[src/prr_pkg.sv]
// constants and types shared by the extended id / interrupt / ring switchover register group
package prr_pkg;

    // ------------------------------------------------------------
    // register indices (byte address is four times the index)
    // ------------------------------------------------------------
    localparam int             REG_W     = 16;
    localparam int             ADDR_W    = 8;
    localparam logic [ADDR_W-1:0] IDX_CAP   = 8'h12;
    localparam logic [ADDR_W-1:0] IDX_ENT   = 8'h13;
    localparam logic [ADDR_W-1:0] IDX_IEN   = 8'h1C;
    localparam logic [ADDR_W-1:0] IDX_IPEND = 8'h1D;
    localparam logic [ADDR_W-1:0] IDX_RING  = 8'h1E;

    // ------------------------------------------------------------
    // capability word fields
    // ------------------------------------------------------------
    localparam int CAP_IND    = 15;
    localparam int CAP_QUAD   = 14;
    localparam int CAP_PTP    = 13;
    localparam int CAP_SEC    = 12;
    localparam int CAP_RSV    = 11;
    localparam int CAP_DUAL   = 10;
    localparam int CAP_HIPREC = 9;
    localparam int CAP_KEY256 = 8;

    // ------------------------------------------------------------
    // interrupt source positions
    // ------------------------------------------------------------
    localparam int IRQ_N         = 11;
    localparam int IRQ_EEE_WAKE  = 0;
    localparam int IRQ_EEE_SLEEP = 1;
    localparam int IRQ_EEE_QUIET = 2;
    localparam int IRQ_EEE_LFAIL = 3;
    localparam int IRQ_RING_DONE = 4;
    localparam int IRQ_SEC_HOST  = 5;
    localparam int IRQ_SEC_LINE  = 6;
    localparam int IRQ_SEC_FCBUF = 7;
    localparam int IRQ_SEC_ING   = 8;
    localparam int IRQ_SEC_EGR   = 9;
    localparam int IRQ_MEM_RING  = 10;
    localparam logic [IRQ_N-1:0] IRQ_RESET = 11'h000;

    // ------------------------------------------------------------
    // ring switchover word fields and status codes
    // ------------------------------------------------------------
    localparam int RING_START_EN = 15;
    localparam int RING_ADV      = 14;
    localparam int RING_LP_ADV   = 13;
    localparam int RING_FORCE    = 12;
    localparam int RING_ST_HI    = 5;
    localparam int RING_ST_LO    = 4;
    localparam int RING_GO       = 0;
    localparam logic [1:0] ST_SLAVE  = 2'h0;
    localparam logic [1:0] ST_S2M    = 2'h2;
    localparam logic [1:0] ST_MASTER = 2'h3;
    localparam logic [1:0] ST_M2S    = 2'h1;

    // ------------------------------------------------------------
    // timing: switchover hand-off time at 100 ns clock
    // ------------------------------------------------------------
    localparam int CLK_PERIOD_NS  = 100;
    localparam int SWITCH_TIME_NS = 1000;
    localparam int SWITCH_CYCLES  = (SWITCH_TIME_NS + CLK_PERIOD_NS - 1) / CLK_PERIOD_NS;

    // ------------------------------------------------------------
    // entropy generator constants
    // ------------------------------------------------------------
    localparam logic [REG_W-1:0] LFSR_SEED = 16'hACE1;
    localparam logic [REG_W-1:0] LFSR_TAPS = 16'hB400;

    typedef enum logic [1:0] {
        RING_SLAVE,
        RING_S2M,
        RING_MASTER,
        RING_M2S
    } prr_ring_t;

    // encode a ring state into its two status bits
    function automatic logic [1:0] prr_ring_code(input prr_ring_t s);
        case (s)
            RING_SLAVE:  prr_ring_code = ST_SLAVE;
            RING_S2M:    prr_ring_code = ST_S2M;
            RING_MASTER: prr_ring_code = ST_MASTER;
            RING_M2S:    prr_ring_code = ST_M2S;
            default:     prr_ring_code = ST_SLAVE;
        endcase
    endfunction

endpackage

[src/prr_entropy.sv]
// free-running 16-bit galois lfsr feeding the random word
`timescale 1ns/10ps
module prr_entropy import prr_pkg::*; (
    // clock and reset
    input  wire logic             pclk,
    input  wire logic             presetn,
    // random word
    output logic      [REG_W-1:0] rnd
);
    typedef struct packed {
        logic [REG_W-1:0] lfsr;
    } prr_ent_state_t;

    prr_ent_state_t r_reg;
    prr_ent_state_t r_next;

    // steps every clock so consecutive reads are far apart in the sequence;
    // pseudo-random only, not a true noise source
    always_comb begin
        r_next      = r_reg;
        r_next.lfsr = (r_reg.lfsr >> 1) ^ (r_reg.lfsr[0] ? LFSR_TAPS : '0);
    end

    always_ff @(posedge pclk or negedge presetn) begin
        if (!presetn) begin
            r_reg.lfsr <= LFSR_SEED; // nonzero, the lfsr would lock at zero
        end else begin
            r_reg <= r_next;
        end
    end

    assign rnd = r_reg.lfsr;
endmodule // prr_entropy

[src/prr_regs.sv]
// apb register group: capability word, random word, extended irq enable/pending, ring switchover
`timescale 1ns/10ps
module prr_regs import prr_pkg::*; #(
    parameter bit         CAP_IND_P    = 1'b1,
    parameter bit         CAP_QUAD_P   = 1'b1,
    parameter bit         CAP_PTP_P    = 1'b1,
    parameter bit         CAP_SEC_P    = 1'b1,
    parameter bit         CAP_DUAL_P   = 1'b1,
    parameter bit         CAP_HIPREC_P = 1'b0,
    parameter bit         CAP_KEY256_P = 1'b1,
    parameter logic [7:0] VARIANT_BCD  = 8'h01 // arbitrary suffix value
) (
    // clock and reset
    input  wire logic              pclk,
    input  wire logic              presetn,
    // apb slave
    input  wire logic              psel,
    input  wire logic              penable,
    input  wire logic              pwrite,
    input  wire logic [ADDR_W-1:0] paddr,
    input  wire logic [31:0]       pwdata,
    input  wire logic [3:0]        pstrb,
    output logic      [31:0]       prdata,
    output logic                   pready,
    output logic                   pslverr,
    // interrupt source events, one-cycle pulses on pclk
    input  wire logic [IRQ_N-1:0]  irq_event,
    // line-side status levels, asynchronous
    input  wire logic              link_up,
    input  wire logic              aneg_master,
    input  wire logic              link_partner_adv,
    // ring switchover status out
    output logic      [1:0]        timing_role,
    output logic                   ring_switch_busy
);

    // ------------------------------------------------------------
    // constants and elaboration checks
    // ------------------------------------------------------------
    localparam int CNT_W     = $clog2(SWITCH_CYCLES + 1);
    // cycles from the first transit state to the steady state that ends it
    localparam int SW_DONE_D = SWITCH_CYCLES;
    localparam logic [CNT_W-1:0] CNT_LOAD = CNT_W'(SWITCH_CYCLES);
    localparam logic [CNT_W-1:0] CNT_ONE  = CNT_W'(1);

    // fixed capability word
    localparam logic [REG_W-1:0] CAP_WORD = {CAP_IND_P, CAP_QUAD_P, CAP_PTP_P, CAP_SEC_P,
                                             1'b0, CAP_DUAL_P, CAP_HIPREC_P, CAP_KEY256_P,
                                             VARIANT_BCD};

    if (VARIANT_BCD[7:4] > 4'h9 || VARIANT_BCD[3:0] > 4'h9) begin : g_bad_bcd
        $error("variant suffix is not a bcd number");
    end
    if (SWITCH_CYCLES < 1) begin : g_bad_cnt
        $error("switchover time shorter than one clock");
    end

    // ------------------------------------------------------------
    // state
    // ------------------------------------------------------------
    typedef struct packed {
        logic [REG_W-1:0] rdata;
        logic [IRQ_N-1:0] irq_en;
        logic [IRQ_N-1:0] irq_pend;
        logic             start_en;
        logic             adv;
        logic             force_en;
        prr_ring_t        ring;
        logic [CNT_W-1:0] cnt;
        logic             link_q;
    } prr_regs_state_t;

    prr_regs_state_t r_reg;
    prr_regs_state_t r_next;

    logic [REG_W-1:0] rnd;
    logic [2:0]       line_s;
    logic             link_s;
    logic             role_s;
    logic             lp_adv_s;

    // ------------------------------------------------------------
    // helpers
    // ------------------------------------------------------------
    // address decode, used for every register
    function automatic logic hit(input logic [ADDR_W-1:0] a, input logic [ADDR_W-1:0] idx);
        hit = (a == {idx[ADDR_W-3:0], 2'b00});
    endfunction

    prr_sync #(
        .W (3)
    ) u_sync (
        .pclk    (pclk),
        .presetn (presetn),
        .d       ({link_up, aneg_master, link_partner_adv}),
        .q       (line_s)
    );
    assign link_s   = line_s[2];
    assign role_s   = line_s[1];
    assign lp_adv_s = line_s[0];

    prr_entropy u_ent (
        .pclk    (pclk),
        .presetn (presetn),
        .rnd     (rnd)
    );

    // ------------------------------------------------------------
    // bus decode
    // ------------------------------------------------------------
    logic             setup;
    logic             access;
    logic             wr;
    logic             mapped;
    logic             in_transit;
    logic             steady;
    logic             go_req;
    logic             go_ok;
    logic             done;
    logic [IRQ_N-1:0] ev_all;
    logic [IRQ_N-1:0] rd_clr;
    logic [REG_W-1:0] ring_word;

    // zero-wait slave: setup captures read data, access completes
    always_comb begin
        setup  = psel & ~penable;
        access = psel & penable;
        wr     = access & pwrite;
        mapped = hit(paddr, IDX_CAP) | hit(paddr, IDX_ENT) | hit(paddr, IDX_IEN)
               | hit(paddr, IDX_IPEND) | hit(paddr, IDX_RING);
    end

    assign pready  = access;
    assign pslverr = access & ~mapped;
    assign prdata  = {16'h0000, r_reg.rdata};

    // ring word as read back, reserved bits zero
    always_comb begin
        ring_word                            = '0;
        ring_word[RING_START_EN]             = r_reg.start_en;
        ring_word[RING_ADV]                  = r_reg.adv;
        ring_word[RING_LP_ADV]               = lp_adv_s;
        ring_word[RING_FORCE]                = r_reg.force_en;
        ring_word[RING_ST_HI:RING_ST_LO]     = prr_ring_code(r_reg.ring);
        ring_word[RING_GO]                   = in_transit;
    end

    // ------------------------------------------------------------
    // switchover decisions
    // ------------------------------------------------------------
    // start only from a steady state with link up; a request while busy is
    // dropped silently because the sequence cannot be restarted midway
    always_comb begin
        in_transit = (r_reg.ring == RING_S2M) | (r_reg.ring == RING_M2S);
        steady     = ~in_transit;
        go_req     = wr & hit(paddr, IDX_RING) & pstrb[0] & pwdata[RING_GO];
        go_ok      = go_req & steady & r_reg.link_q & link_s & r_reg.start_en
                   & (r_reg.force_en | (r_reg.adv & lp_adv_s));
        done       = in_transit & (r_reg.cnt == CNT_ONE) & link_s;
        ev_all     = irq_event;
        ev_all[IRQ_RING_DONE] = irq_event[IRQ_RING_DONE] | done;
        rd_clr     = (access & ~pwrite & hit(paddr, IDX_IPEND)) ? r_reg.rdata[IRQ_N-1:0] : '0;
    end

    // ------------------------------------------------------------
    // next state
    // ------------------------------------------------------------
    always_comb begin
        r_next        = r_reg;
        r_next.link_q = link_s;

        // read data captured in setup so clear-on-read knows what was shown
        if (setup && !pwrite) begin
            if (hit(paddr, IDX_CAP)) begin
                r_next.rdata = CAP_WORD;
            end else if (hit(paddr, IDX_ENT)) begin
                r_next.rdata = rnd;
            end else if (hit(paddr, IDX_IEN)) begin
                r_next.rdata = {5'b00000, r_reg.irq_en};
            end else if (hit(paddr, IDX_IPEND)) begin
                r_next.rdata = {5'b00000, r_reg.irq_pend};
            end else if (hit(paddr, IDX_RING)) begin
                r_next.rdata = ring_word;
            end else begin
                r_next.rdata = '0;
            end
        end

        // enable register, byte lanes honoured
        if (wr && hit(paddr, IDX_IEN)) begin
            if (pstrb[0]) begin
                r_next.irq_en[7:0] = pwdata[7:0];
            end
            if (pstrb[1]) begin
                r_next.irq_en[IRQ_N-1:8] = pwdata[IRQ_N-1:8];
            end
        end

        // pending: only bits that were returned are cleared, a new event wins
        r_next.irq_pend = (r_reg.irq_pend & ~rd_clr) | (ev_all & r_reg.irq_en);

        // ring control bits
        if (wr && hit(paddr, IDX_RING) && pstrb[1]) begin
            r_next.start_en = pwdata[RING_START_EN];
            r_next.adv      = pwdata[RING_ADV];
            r_next.force_en = pwdata[RING_FORCE];
        end

        // ring sequence
        if (!link_s) begin
            r_next.ring = RING_SLAVE;
            r_next.cnt  = '0;
        end else if (!r_reg.link_q) begin
            r_next.ring = role_s ? RING_MASTER : RING_SLAVE;
            r_next.cnt  = '0;
        end else begin
            case (r_reg.ring)
                RING_SLAVE: begin
                    if (go_ok) begin
                        r_next.ring = RING_S2M;
                        r_next.cnt  = CNT_LOAD;
                    end
                end
                RING_MASTER: begin
                    if (go_ok) begin
                        r_next.ring = RING_M2S;
                        r_next.cnt  = CNT_LOAD;
                    end
                end
                RING_S2M: begin
                    r_next.cnt = r_reg.cnt - CNT_ONE;
                    if (done) begin
                        r_next.ring = RING_MASTER;
                    end
                end
                RING_M2S: begin
                    r_next.cnt = r_reg.cnt - CNT_ONE;
                    if (done) begin
                        r_next.ring = RING_SLAVE;
                    end
                end
                default: begin
                    r_next.ring = RING_SLAVE;
                end
            endcase
        end
    end

    // ------------------------------------------------------------
    // registers
    // ------------------------------------------------------------
    always_ff @(posedge pclk or negedge presetn) begin
        if (!presetn) begin
            r_reg.rdata    <= '0;
            r_reg.irq_en   <= IRQ_RESET;
            r_reg.irq_pend <= IRQ_RESET;
            r_reg.start_en <= 1'b0;
            r_reg.adv      <= 1'b0;
            r_reg.force_en <= 1'b0;
            r_reg.ring     <= RING_SLAVE;
            r_reg.cnt      <= '0;
            r_reg.link_q   <= 1'b0;
        end else begin
            r_reg <= r_next;
        end
    end

    // status outputs straight from state flops
    assign timing_role      = prr_ring_code(r_reg.ring);
    assign ring_switch_busy = in_transit;
endmodule // prr_regs

[src/prr_sync.sv]
// two-flop level synchroniser for inputs from another domain
`timescale 1ns/10ps
module prr_sync import prr_pkg::*; #(
    parameter int W = 1
) (
    // clock and reset
    input  wire logic         pclk,
    input  wire logic         presetn,
    // levels
    input  wire logic [W-1:0] d,
    output logic      [W-1:0] q
);
    typedef struct packed {
        logic [W-1:0] s1;
        logic [W-1:0] s2;
    } prr_sync_state_t;

    prr_sync_state_t r_reg;
    prr_sync_state_t r_next;

    // first stage is read only by the second stage
    always_comb begin
        r_next    = r_reg;
        r_next.s1 = d;
        r_next.s2 = r_reg.s1;
    end

    always_ff @(posedge pclk or negedge presetn) begin
        if (!presetn) begin
            r_reg <= '0;
        end else begin
            r_reg <= r_next;
        end
    end

    assign q = r_reg.s2;
endmodule // prr_sync

[config.mk]
export PLATFORM = sky130hd
export DESIGN_NAME = prr_regs
export DESIGN_NICKNAME = d
export VERILOG_FILES = /design/src/prr_pkg.sv /design/src/prr_entropy.sv /design/src/prr_regs.sv /design/src/prr_sync.sv
export SDC_FILE = /design/constraint.sdc
export NUM_CORES = 1
export LEC_CHECK = 0
export BUFFER_PORTS_ARGS = -buffer_cell sky130_fd_sc_hd__clkbuf_2
export CAP_MARGIN = 20
export CORE_AREA = 2 2 84 86
export DETAILED_ROUTE_END_ITERATION = 8
export DIE_AREA = 0 0 86 88
export PLACE_DENSITY = 0.76
export SYNTH_ARGS = -nofsm -noshare
export SYNTH_HDL_FRONTEND = slang
export SYNTH_SLANG_ARGS = --single-unit
[constraint.sdc]
create_clock -name pclk -period 2 [get_ports pclk]
set_input_delay 0.4 -clock pclk [delete_from_list [all_inputs] [get_ports pclk]]
set_output_delay 0.4 -clock pclk [all_outputs]
set_load 0.02 [all_outputs]
### Word level (Yosys, flattened, before mapping)

Cells that the tools add are included.

* bits in registers: 70
* bits of input ports: 63
* logic and storage cells: 86

* $add $sub $neg: 1
* equality and inequality tests: 13
* multiplexer cells: 16
* bitwise operators: 33
* reductions and logical operators: 10

Operators by type and width (count)
* 16-bit 2-to-1 mux: 6
* 8-bit by 7-bit equality test with 1-bit output, second input constant: 5
* 6-bit 2-to-1 mux: 4
* 6-bit one-hot mux with 4 select lines: 1
* 11-bit AND: 2
* 1-bit AND: 17
* 4-bit != test, second input constant: 4
* 15-bit by 16-bit XOR with 16-bit output: 1
* 11-bit 2-to-1 mux: 1
* 11-bit inverter: 1
* 11-bit bitwise OR: 1
* 2-bit one-hot mux with 4 select lines: 1
* 1-bit bitwise OR: 7
* 2-bit 2-to-1 mux: 3
* 2-bit AND reduction: 3
* 2-bit equality test, second input constant: 2
* 4-bit by 1-bit equality test with 1-bit output, second input constant: 1
* 1-bit logical AND: 4
* 1-bit inverter: 4
* 4-bit AND reduction: 1
* 4-bit by 1-bit subtractor with 4-bit output, second input constant: 1
* 2-bit by 1-bit equality test with 1-bit output, second input constant: 1
* 2-bit logical NOT: 1
* 1-bit logical NOT: 1

### Depth between registers and ports, before layout

Gate-level depths: netlist of run 1.

* word-level depth: 14
* depth in mapped cells: 8
* depth with buffers taken out: 8

### By module

Synthesis of run 1 repeated with hierarchy kept, for this count alone.

* cells, all modules: 314
* area total of the unflattened synthesis: 3457.1 um^2

Modules (own cells, without submodules)
* prr_regs: times used 1, cells an instance 276, area each 2772.7 um^2, seq. area each 1201.2 um^2
* prr_entropy: times used 1, cells an instance 32, area each 534.3 um^2, seq. area each 410.4 um^2
* prr_sync: times used 1, cells an instance 6, area each 150.1 um^2, seq. area each 150.1 um^2

### Worst setup path before layout of run 1

OpenSTA, ideal clock, no wires.

* kind: register -> register
* start: register r_reg[5] (netlist bit)
* end: register r_reg[5] (netlist bit)
* data arrival time: 1.825 ns
* path slack: 0.057 ns
* cell stages (with the launch flop): 8
* path buffers: 0
* period minus slack after synthesis: 1.943 ns
* cells stage by stage: dfrtp_1 -> ha_1 -> nor2_1 -> inv_1 -> nor4_1 -> a21oi_2 -> a31o_1 -> a21o_1

* cells in the longest elaborated chain, start to end: 10
* elaborated cells between the ends (all ways): 21
* those cells by class: 7 x eq/ne; 3 x mux; 9 x bitwise; 2 x reduce/logical

Ends and longest elaborated chain
* start, declared: RTL line prr_regs.sv:73 `prr_regs_state_t r_reg;`
* start signal, assigned: RTL line prr_regs.sv:264 `r_reg <= r_next;`
* 2-bit by 1-bit equality test with 1-bit output / 2-bit equality test (equally long branches): RTL line prr_regs.sv:154 `in_transit = (r_reg.ring == RING_S2M) | (r_reg.ring == RING_M2S);`
* 1-bit bitwise OR (*): RTL line prr_regs.sv:154
* via ring_switch_busy: RTL line prr_regs.sv:34 `output logic ring_switch_busy`
* 1-bit inverter: RTL line prr_regs.sv:155 `steady = ~in_transit;`
* 1-bit AND (4 in series): RTL line prr_regs.sv:157 `go_ok = go_req & steady & r_reg.link_q & link_s & r_reg.start_en`
* 1-bit AND: RTL line prr_regs.sv:158 `& (r_reg.force_en | (r_reg.adv & lp_adv_s));`
* 4-bit != test (no line)
* 4-bit AND reduction (no line) (*)

Mark *: on every way through the listed nets, which the timed path passes. The rest lies on a longest branch.
A chain may end at the register's enable or synchronous reset.

### Final worst setup path of run 1

* start: register r_reg[5] (netlist bit)
* end: output port timing_role[0]

* cells in the longest elaborated chain, start to end: 2
* elaborated cells between the ends (all ways): 5
* those cells by class: 3 x eq/ne; 1 x mux; 1 x reduce/logical

Ends and longest elaborated chain
* 2-bit equality test (tied with other cells): RTL line prr_pkg.sv:81 `case (s)`
* 2-bit one-hot mux with 4 select lines (*): RTL line prr_pkg.sv:81
* end, declared: RTL line prr_regs.sv:33 `output logic [1:0] timing_role,`

Mark *: on every way between the ends. The rest lies on a longest branch, timed or not.

==> results of run 1 <==
[worst register-to-register path: stages (launching register included)]
cell and delay (ps):
dfrtp_1 390, buf_4 140, ha_1 220, nor2_4 110
inv_2 50, nor4_2 280, a21oi_2 150, a31o_1 230
a21o_1 180
[logic make-up after synthesis]
logic type / Yosys count / share of synthesized area (%)
xor gates and xnor gates: 4 / 1.055
and+or+nand+nor: 82 / 13.60
AOI/OAI and AO/OA: 72 / 14.58
other: 1 / 0.1129
adders and majority gates: 7 / 2.637
DFF: 70 / 53.05
buffers and inverters: 50 / 9.608
muxes: 16 / 5.350
[stage by stage]
step	total power, mW	util, %	TNS, ps	instance area, um2
3_3_place_gp	2.111	55.18	0	3666
5_1_grt	3.546	59.25	-28.49	3936
6_report	3.404	59.25	0	3936
2_1_floorplan	1.988	-	0	3377
3_5_place_dp	2.129	55.18	0	3666
4_1_cts	3.421	58.96	0	3918
[cells in the final DEF, fill, tap and decap left out, types with 2 or more instances in the layout]
cell type  Yosys  routed
dfstp_2        8       8
nor3b_1        2       2
a21oi_1       24      24
clkbuf_8       0      11
o31ai_1        2       2
o21a_1         3       3
nor2_1        34      33
a22o_1        11      11
nor4b_4        2       2
inv_1         10       8
o21ai_0        4       4
nand3_1        2       2
nor4_2         1       2
buf_4         32      20
and2_1         2       2
o21ai_1        2       2
clkbuf_2       0      60
conb_1         1      16
mux2_2        14      14
bufinv_16      0       2
a22oi_1       14      14
nor3_1         3       3
dfrtp_1       62      62
o221ai_1       2       2
inv_2          0       2
ha_1           7       6
a31o_2         2       2
xor2_1         3       3
nand2_1       21      21
o22ai_1        2       2
mux2i_1        2       2
[worst min-delay path by stage]
stage | from | end | depth (start not counted)
after global placement | presetn | u_sync.r_next[2]$_DFF_PN0_ | 1
after floorplan | presetn | prdata[0]$_DFFE_PN0P_ | 0
after global routing | aneg_master | u_sync.r_next[1]$_DFF_PN0_ | 1
after CTS | link_partner_adv | u_sync.r_next[0]$_DFF_PN0_ | 1
after detailed placement | presetn | u_sync.r_next[2]$_DFF_PN0_ | 1
final | aneg_master | u_sync.r_next[1]$_DFF_PN0_ | 1
[power breakdown]
group / switching [mW] / internal, mW / total, mW
Combinational: 0.331 / 0.222 / 0.553
Sequential: 0.0706 / 1.51 / 1.58
Clock: 0.534 / 0.739 / 1.27
[cell type report]
| cell class | instances | area (um2) |
|---|---|---|
| fill | 533 | 2708 |
| sequential | 70 | 1762 |
| multi-input combinational | 197 | 1315 |
| timing repair buffer | 84 | 499.2 |
| clock buffer | 11 | 141.4 |
| tap | 80 | 100.1 |
| clock inverter | 5 | 81.33 |
| inverter | 10 | 37.54 |
[what timing repair did]
| action | 4_1_cts | 5_1_grt |
|---|---|---|
| setup endpoints to repair | 1 | 7 |
| resized for setup | 3 | 8 |
| hold buffers | 1 | 0 |
| hold endpoints to repair | 14 | 0 |
| setup buffers | 1 | 0 |
| pin swaps | 0 | 1 |
[routing by layer]
metal / track usage, % / up-vias / share of wire, % / routed length, um
li1: - / 1157 / - / -
met1: 26.58 / 1220 / 43 / 3156
met2: 33.40 / 102 / 48 / 3555
met3: 5.655 / 16 / 6.4 / 475
met4: 10.25 / 0 / 2.7 / 199
met5: 0 / - / 0 / 0
==> results.sh, run 1 <==
export IMPL_syn_area_per_cell_um2=11.00
export IMPL_critPathSlowestCell="dfrtp_1"
export IMPL_setup_violations=0
export IMPL_dieArea_um2=7568
export IMPL_drt_iter0_markers=142
export IMPL_synth_most_common_cell="dfrtp_1"
export IMPL_drv_slew=0
export IMPL_r2r_end="r_reg[5]$_DFFE_PN0P_"
export IMPL_ir_drop_uv=568.0
export IMPL_ant_nets=0
export IMPL_power_density_nw_per_um2=864.8
export IMPL_min_period_ps=1951
export IMPL_crit_fanout=6
export IMPL_hpwl_um=5251
export IMPL_cp_arrival_ps=1550
export IMPL_finalHoldWorstSlack_ps=152.4
export IMPL_endpoint_kind="output pin"
export IMPL_gp_congestion=0.8935
export IMPL_netlist_area_leader_share_pct=46.72
export IMPL_syn_to_final_growth_pct=18.54
export IMPL_cts_buffer_depth=2
export IMPL_placed_cells=439
export IMPL_worst_path_buf_inv=3
export IMPL_cp_endpoint="timing_role[0]"
export IMPL_synth_area_leader_cell="dfrtp_1"
export IMPL_ys_flop_type="dfrtp_1"
export IMPL_initial_core_util_pct=49.98
export IMPL_status="finished clean"
export IMPL_synth_seq_cells=70
export IMPL_via_per_inst=5.460
export IMPL_ys_types=50
export IMPL_crit_chain="buf_4 -> inv_1 -> ha_1 -> or2_4 -> clkbuf_8"
export IMPL_wire_per_inst_um=16.16
export IMPL_cts_buffers=9
export IMPL_rows=30
export IMPL_dr_total_vias=2495
export IMPL_nNetsFinal=442
export IMPL_antenna_found_initial=0
export IMPL_synth_area_leaders="dfrtp_1, buf_4, dfstp_2, mux2_2, nor2_1"
export IMPL_yosysWarnings=0
export IMPL_grtUsageTotal_pct=20.94
export IMPL_crit_family="buffers and inverters"
export IMPL_leakagePower_nw=1.902
export IMPL_cts_sinks=70
export IMPL_setup_slack_ps=48.82
export IMPL_grt_start_max_net_pins=57
export IMPL_layoutNonFillerInstCount=457
export IMPL_drive_above_1_share_pct=36.34
export IMPL_syn_inst=302
export IMPL_yosysSeqAreaShare_pct=53.05
export IMPL_cts_tree="built"
export IMPL_cts_root_buf="clkbuf_8"
export IMPL_fin_skew_ps=6.459
export IMPL_dr_pass1_iters=4
export IMPL_crit_type="flop to output pin"
export IMPL_hp_class="input port to flop"
export IMPL_cp_depth=5
export IMPL_htreeDepth=3
export IMPL_startpoint_type="flop"
export IMPL_grt_overflow=0
export IMPL_ios=100
export IMPL_max_freq_mhz=512.5
export IMPL_worstReg2RegStart="r_reg[5]$_DFFE_PN0P_"
export IMPL_cts_clk_slew_worst_paths_ps=70
export IMPL_core_um2=6644
export IMPL_grt_pass1_vias=2495
export IMPL_clk_latency_ps=350
export IMPL_maxCapViolCount=0
export IMPL_crit_start="r_reg[5]$_DFFE_PN0P_"
export IMPL_route_detailed_drc=0
export IMPL_fp_dieW_um=86
export IMPL_synth_edff_count=0
export IMPL_period_share_pct=97.56
export IMPL_hold_viol=0
export IMPL_wirelength_um=7387
export IMPL_max_stage_delay_ps=360
export IMPL_reg2reg_setup_slack_ps=140
export IMPL_postSynth_asyncResetShare_pct=100.0
export IMPL_netlist_top_cells_count="dfrtp_1, nor2_1, buf_4"
export IMPL_largest_reg_flops=32
export IMPL_post_place_ws_ps=52.51
export IMPL_rr_worst_depth=8
export IMPL_cp_required_ps=1600
export IMPL_syn_area_um2=3321
export IMPL_place_port_buffers=63
export IMPL_grt_pass1_wl_um=11970
export IMPL_die_h_um=88
export IMPL_n_antenna_cell=0
No activity file was read; power rests on OpenSTA's default activity.
==> inputs of run 2 (changes only) <==
- PLACE_DENSITY: 0.76 -> 0.78
==> run 2 against run 1 <==
Effect of this change:
- sequential power about the same
- largest power group unchanged
- core utilization about the same
- first-iteration DRC count increased by 81%
- setup slack improved by 21 ps
- total power decreased by 4.8%
- critical path depth unchanged
- cell area about the same
==> results.sh, run 2 (synthesis gave the netlist of run 1 again) <==
export IMPL_placed_cells=436
export IMPL_cp_required_ps=1600
export IMPL_grt_start_max_net_pins=29
export IMPL_die_h_um=88
export IMPL_htreeDepth=3
export IMPL_rows=30
export IMPL_cts_buffer_depth=2
export IMPL_cts_buffers=9
export IMPL_initial_core_util_pct=49.98
export IMPL_startpoint_type="flop"
export IMPL_drive_above_1_share_pct=36.53
export IMPL_grt_pass1_wl_um=11920
export IMPL_final_common_cell="dfrtp_1"
export IMPL_period_share_pct=96.53
export IMPL_ir_drop_uv=380.7
export IMPL_dr_pass1_iters=4
export IMPL_drv_slew=0
export IMPL_cts_sinks=70
export IMPL_n_fill_cell=561
export IMPL_route_detailed_drc=0
export IMPL_drt_iter0_markers=257
export IMPL_grtUsageTotal_pct=20.95
export IMPL_nNetsFinal=440
export IMPL_wire_per_inst_um=16.38
export IMPL_grt_overflow=0
export IMPL_hpwl_um=5199
export IMPL_setup_slack_ps=69.34
export IMPL_antenna_found_initial=0
export IMPL_gr_usage_met1_pct=26.04
export IMPL_hold_viol=0
export IMPL_final_setup_tns_ps=0
export IMPL_endpoint_kind="output pin"
export IMPL_hp_class="input port to async pin"
export IMPL_dieArea_um2=7568
export IMPL_via_per_inst=5.514
export IMPL_syn_to_final_growth_pct=18.46
export IMPL_rsz0062_at_grt="false"
export IMPL_final_cell_mix="dfrtp_1, clkbuf_2, nor2_1, a21oi_1, nand2_1"
export IMPL_slew_headroom_pct=56.97
export IMPL_busiest_layer="met2"
export IMPL_wirelength_um=7452
export IMPL_gp_congestion=0.9119
export IMPL_power_total_mw=3.240
export IMPL_final_cell_area_um2=3934
export IMPL_cts_clk_slew_worst_paths_ps=80
export IMPL_fin_skew_ps=6.659
export IMPL_setup_violations=0
export IMPL_cts_tree="built"
export IMPL_cp_arrival_ps=1530
export IMPL_layoutNonFillerInstCount=455
export IMPL_crit_chain="buf_6 -> inv_1 -> ha_1 -> or2_4 -> buf_4"
export IMPL_dr_total_vias=2509
export IMPL_ios=100
export IMPL_dpl_cell_area_um2=3681
export IMPL_critPathSlowestCell="dfrtp_1"
export IMPL_regArea_um2=1763
export IMPL_fp_dieW_um=86
export IMPL_power_density_nw_per_um2=823.6
export IMPL_crit_fanout=6
export IMPL_ant_nets=0
export IMPL_grt_pass1_vias=2510
export IMPL_min_period_ps=1931
export IMPL_cts_root_buf="clkbuf_8"
export IMPL_reg2reg_setup_slack_ps=140
export IMPL_place_port_buffers=63
export IMPL_core_um2=6644
export IMPL_post_place_ws_ps=29.22
export IMPL_crit_type="flop to output pin"
export IMPL_clk_latency_ps=340
export IMPL_gr_usage_met2_pct=33.05
export IMPL_status="finished clean"
export IMPL_n_antenna_cell=0
export IMPL_max_freq_mhz=518.0
export IMPL_leakagePower_nw=1.886
export IMPL_max_stage_delay_ps=370
export IMPL_largest_reg_flops=32
export IMPL_multi_input_area_um2=1328
export IMPL_worst_pin_slew_ps=645.5
export IMPL_cts_hold_buffers=0
export IMPL_grt_use_met3_pct=6.409
export IMPL_maxCapViolCount=0
run 2: changes by cell type in the layout (fill, tap and decap cells not counted), sizes merged:
cell	before	now
bufinv	2	1
clkinv	1	3
clkbuf	72	70
dlygate4sd3	1	0
run 2: metal layers:
layer / wire (um) / vias up / share of wire (%)
met5: 0 / - / 0
met3: 432 / 22 / 5.8
met1: 3191 / 1239 / 43
li1: - / 1154 / -
met2: 3586 / 94 / 48
met4: 241 / 0 / 3.2
run 2: report_power, final:
group          leakage [nW]  internal, mW  switching (mW)
combinational         0.896         0.226           0.335
sequential            0.894          1.51          0.0736
clock                0.0964         0.574           0.524
total                  1.89          2.31           0.932
run 2: final cells by class:
type                            count  area share [%]
Sequential cell                    70           44.82
Multi-Input combinational cell    197           33.75
Timing Repair Buffer               82           13.14
Clock buffer                       10           3.244
Tap cell                           80           2.545
Clock inverter                      6           1.559
Inverter                           10          0.9542
run 2: through the flow:
stage,hold slack (ps),utilization (%)
after floorplan,104.4,-
after global placement,333.5,55.40
after detailed placement,334.7,55.40
after CTS,82.22,58.36
after global routing,97.22,59.21
final,82.30,59.21
run 2: repair_timing:
action	in CTS	in global routing
pin swaps	0	2
hold endpoints to repair	0	0
resized for setup	0	14
setup buffers	1	2
endpoints found under the setup margin	1	7
run 2: worst max-delay path: cells and delay by family (launching register included):
| family | cells | cell delay [ps] |
|---|---|---|
| DFF | 1 | 370 |
| and+or+nand+nor | 1 | 250 |
| adders and majority gates | 1 | 220 |
| buffers and inverters | 3 | 360 |
run 2: final timing paths:
kind                                         endpoint                        from  cells after the start
setup / recovery                       timing_role[0]        r_reg[5]$_DFFE_PN0P_                      5
hold / removal                  r_reg[26]$_DFFE_PN0P_                     presetn                      1
setup reg to reg                 r_reg[5]$_DFFE_PN0P_        r_reg[5]$_DFFE_PN0P_                      8
hold reg to reg                 u_sync.q[2]$_DFF_PN0_  u_sync.r_next[2]$_DFF_PN0_                      0
max in group asynchronous      u_ent.rnd[5]$_DFF_PN1_                     presetn                      2
min in group pclk          u_sync.r_next[1]$_DFF_PN0_                 aneg_master                      1
==> inputs of run 3 (changes only) <==
- PLACE_DENSITY: 0.78 -> 0.81
==> run 3 against run 2 <==
Effect of this change:
- sequential power barely moved
- clock power increased by 16%
- via count up 0.36%
- worst hold slack lost 29 ps
==> results.sh, run 3 (synthesis gave the netlist of run 1 again) <==
export IMPL_syn_to_final_growth_pct=18.65
export IMPL_post_place_ws_ps=36.32
export IMPL_crit_type="flop to output pin"
export IMPL_worstReg2RegStart="r_reg[5]$_DFFE_PN0P_"
export IMPL_place_port_buffers=63
export IMPL_crit_start="r_reg[5]$_DFFE_PN0P_"
export IMPL_hp_class="input port to async pin"
export IMPL_cts_buffers=9
export IMPL_endpoint_kind="output pin"
export IMPL_n_antenna_cell=0
export IMPL_via_per_inst=5.546
export IMPL_n_fill_cell=542
export IMPL_rsz0062_at_grt="false"
export IMPL_cp_arrival_ps=1570
export IMPL_status="finished clean"
export IMPL_largest_reg_flops=32
export IMPL_power_internal_mw=2.473
export IMPL_multi_input_area_um2=1315
export IMPL_drive_above_1_share_pct=36.10
export IMPL_cts_buffer_depth=2
export IMPL_ios=100
export IMPL_min_period_ps=1966
export IMPL_initial_core_util_pct=49.98
export IMPL_period_share_pct=98.28
export IMPL_grt_pass1_vias=2531
export IMPL_route_detailed_drc=0
export IMPL_cts_clk_slew_worst_paths_ps=70
export IMPL_grt_overflow=0
export IMPL_max_freq_mhz=508.8
export IMPL_ir_drop_uv=605.9
export IMPL_power_total_mw=3.419
export IMPL_grtUsageTotal_pct=20.75
export IMPL_regArea_um2=1763
export IMPL_core_um2=6644
export IMPL_max_stage_delay_ps=410
export IMPL_power_density_nw_per_um2=867.8
export IMPL_gp_congestion=0.9387
export IMPL_hold_viol=0
export IMPL_die_h_um=88
export IMPL_setup_slack_ps=34.41
export IMPL_hpwl_um=5197
export IMPL_dpl_cell_area_um2=3661
export IMPL_startpoint_type="flop"
export IMPL_setup_violations=0
export IMPL_crit_path_frequent_cell="buf_4"
export IMPL_grt_start_max_net_pins=71
export IMPL_wirelength_um=7496
export IMPL_clk_latency_ps=350
export IMPL_drv_slew=0
export IMPL_dr_total_vias=2518
export IMPL_maxCapViolCount=0
export IMPL_grt_pass1_wl_um=12050
export IMPL_crit_chain="buf_4 -> ha_1 -> nor2_4 -> inv_2 -> buf_4 -> buf_2"
export IMPL_fp_dieW_um=86
export IMPL_final_common_cell="dfrtp_1"
export IMPL_seq_power_share_pct=46.2
export IMPL_cts_hold_buffers=0
export IMPL_final_setup_tns_ps=0
export IMPL_nNetsFinal=439
export IMPL_final_cell_mix="dfrtp_1, clkbuf_2, nor2_1, a21oi_1, nand2_1"
export IMPL_dr_pass1_iters=7
export IMPL_cts_tree="built"
export IMPL_ant_nets=0
export IMPL_final_cell_area_um2=3940
export IMPL_fin_skew_ps=12.33
export IMPL_swShare_pct=27.68
export IMPL_antenna_found_initial=0
export IMPL_drt_iter0_markers=307
export IMPL_power_frac_comb_pct=16.5
export IMPL_critPathSlowestCell="dfrtp_1"
export IMPL_cts_root_buf="clkbuf_8"
export IMPL_htreeDepth=3
export IMPL_cp_required_ps=1600
export IMPL_cts_sinks=70
export IMPL_leakagePower_nw=1.896
export IMPL_crit_fanout=3
export IMPL_power_share_clock_pct=37.3
export IMPL_wire_per_inst_um=16.51
export IMPL_rows=30
export IMPL_dieArea_um2=7568
export IMPL_net_switching_power_mw=0.9463
-- run 3: cell types whose count changed in the layout (fill, tap and decap cells not counted) --
cell / previous run / this run
buf_12: 4 / 3
buf_2: 1 / 2
buf_4: 16 / 14
bufinv_16: 1 / 2
clkbuf_8: 9 / 11
clkinv_2: 3 / 1
clkinv_4: 0 / 1
clkinvlp_4: 1 / 0
ha_1: 5 / 6
ha_4: 1 / 0
-- run 3: layout make-up --
cell class                      instances  share of cell area [%]
Sequential cell                        70                   44.74
Clock buffer                           11                   3.588
Timing Repair Buffer                   81                   12.70
Tap cell                               80                   2.540
Multi-Input combinational cell        197                   33.38
Clock inverter                          5                   2.096
Inverter                               10                  0.9527
-- run 3: through the flow --
| step | util (%) | hold WS (ps) | cells |
|---|---|---|---|
| 3_5_place_dp | 55.10 | 334.7 | 435 |
| 3_3_place_gp | 55.10 | 333.7 | 435 |
| 4_1_cts | 58.81 | 69.96 | 452 |
| 6_report | 59.30 | 53.13 | 454 |
| 5_1_grt | 59.30 | 87.16 | 454 |
| 2_1_floorplan | - | 104.4 | 317 |
-- run 3: path summary, 6_finish.rpt --
kind / to / slack [ps] / cells past startpoint
worst max-delay path: ring_switch_busy / 30 / 6
worst min register to register: u_sync.q[0]$_DFF_PN0_ / 350 / 0
min in group pclk: u_sync.r_next[1]$_DFF_PN0_ / 160 / 1
max in group asynchronous: u_ent.rnd[6]$_DFF_PN1_ / 1610 / 2
worst max register to register: r_reg[5]$_DFFE_PN0P_ / 70 / 8
worst min-delay path: r_reg[0]$_DFF_PN0_ / 50 / 2
-- run 3: power by group through the flow --
stage	Clock [mW]	Combinational, mW	Sequential, mW
after global routing	1.36	0.611	1.59
after detailed placement	0	0.524	1.60
final	1.28	0.563	1.58
after CTS	1.30	0.545	1.58
after global placement	0	0.508	1.60
after floorplan	0	0.403	1.59
-- run 3: repair_timing --
item	in CTS	in global routing
gates resized for setup	4	7
setup buffers	1	2
setup endpoints to repair	1	6
pin swaps	0	2
-- run 3: per-layer routing --
metal	wire, um	vias to the layer above	share of wire [%]	GRT usage, %
li1	-	1153	-	-
met3	470	33	6.3	4.713
met5	0	-	0	0
met4	309	0	4.1	13.56
met1	3189	1209	43	25.84
met2	3526	123	47	32.63
-- run 3: worst max-delay path: cells and delay by family, from the launching register on --
family / cells / cell delay [ps]
and+or+nand+nor: 1 / 100
buffers and inverters: 4 / 500
DFF: 1 / 410
adders and majority gates: 1 / 220
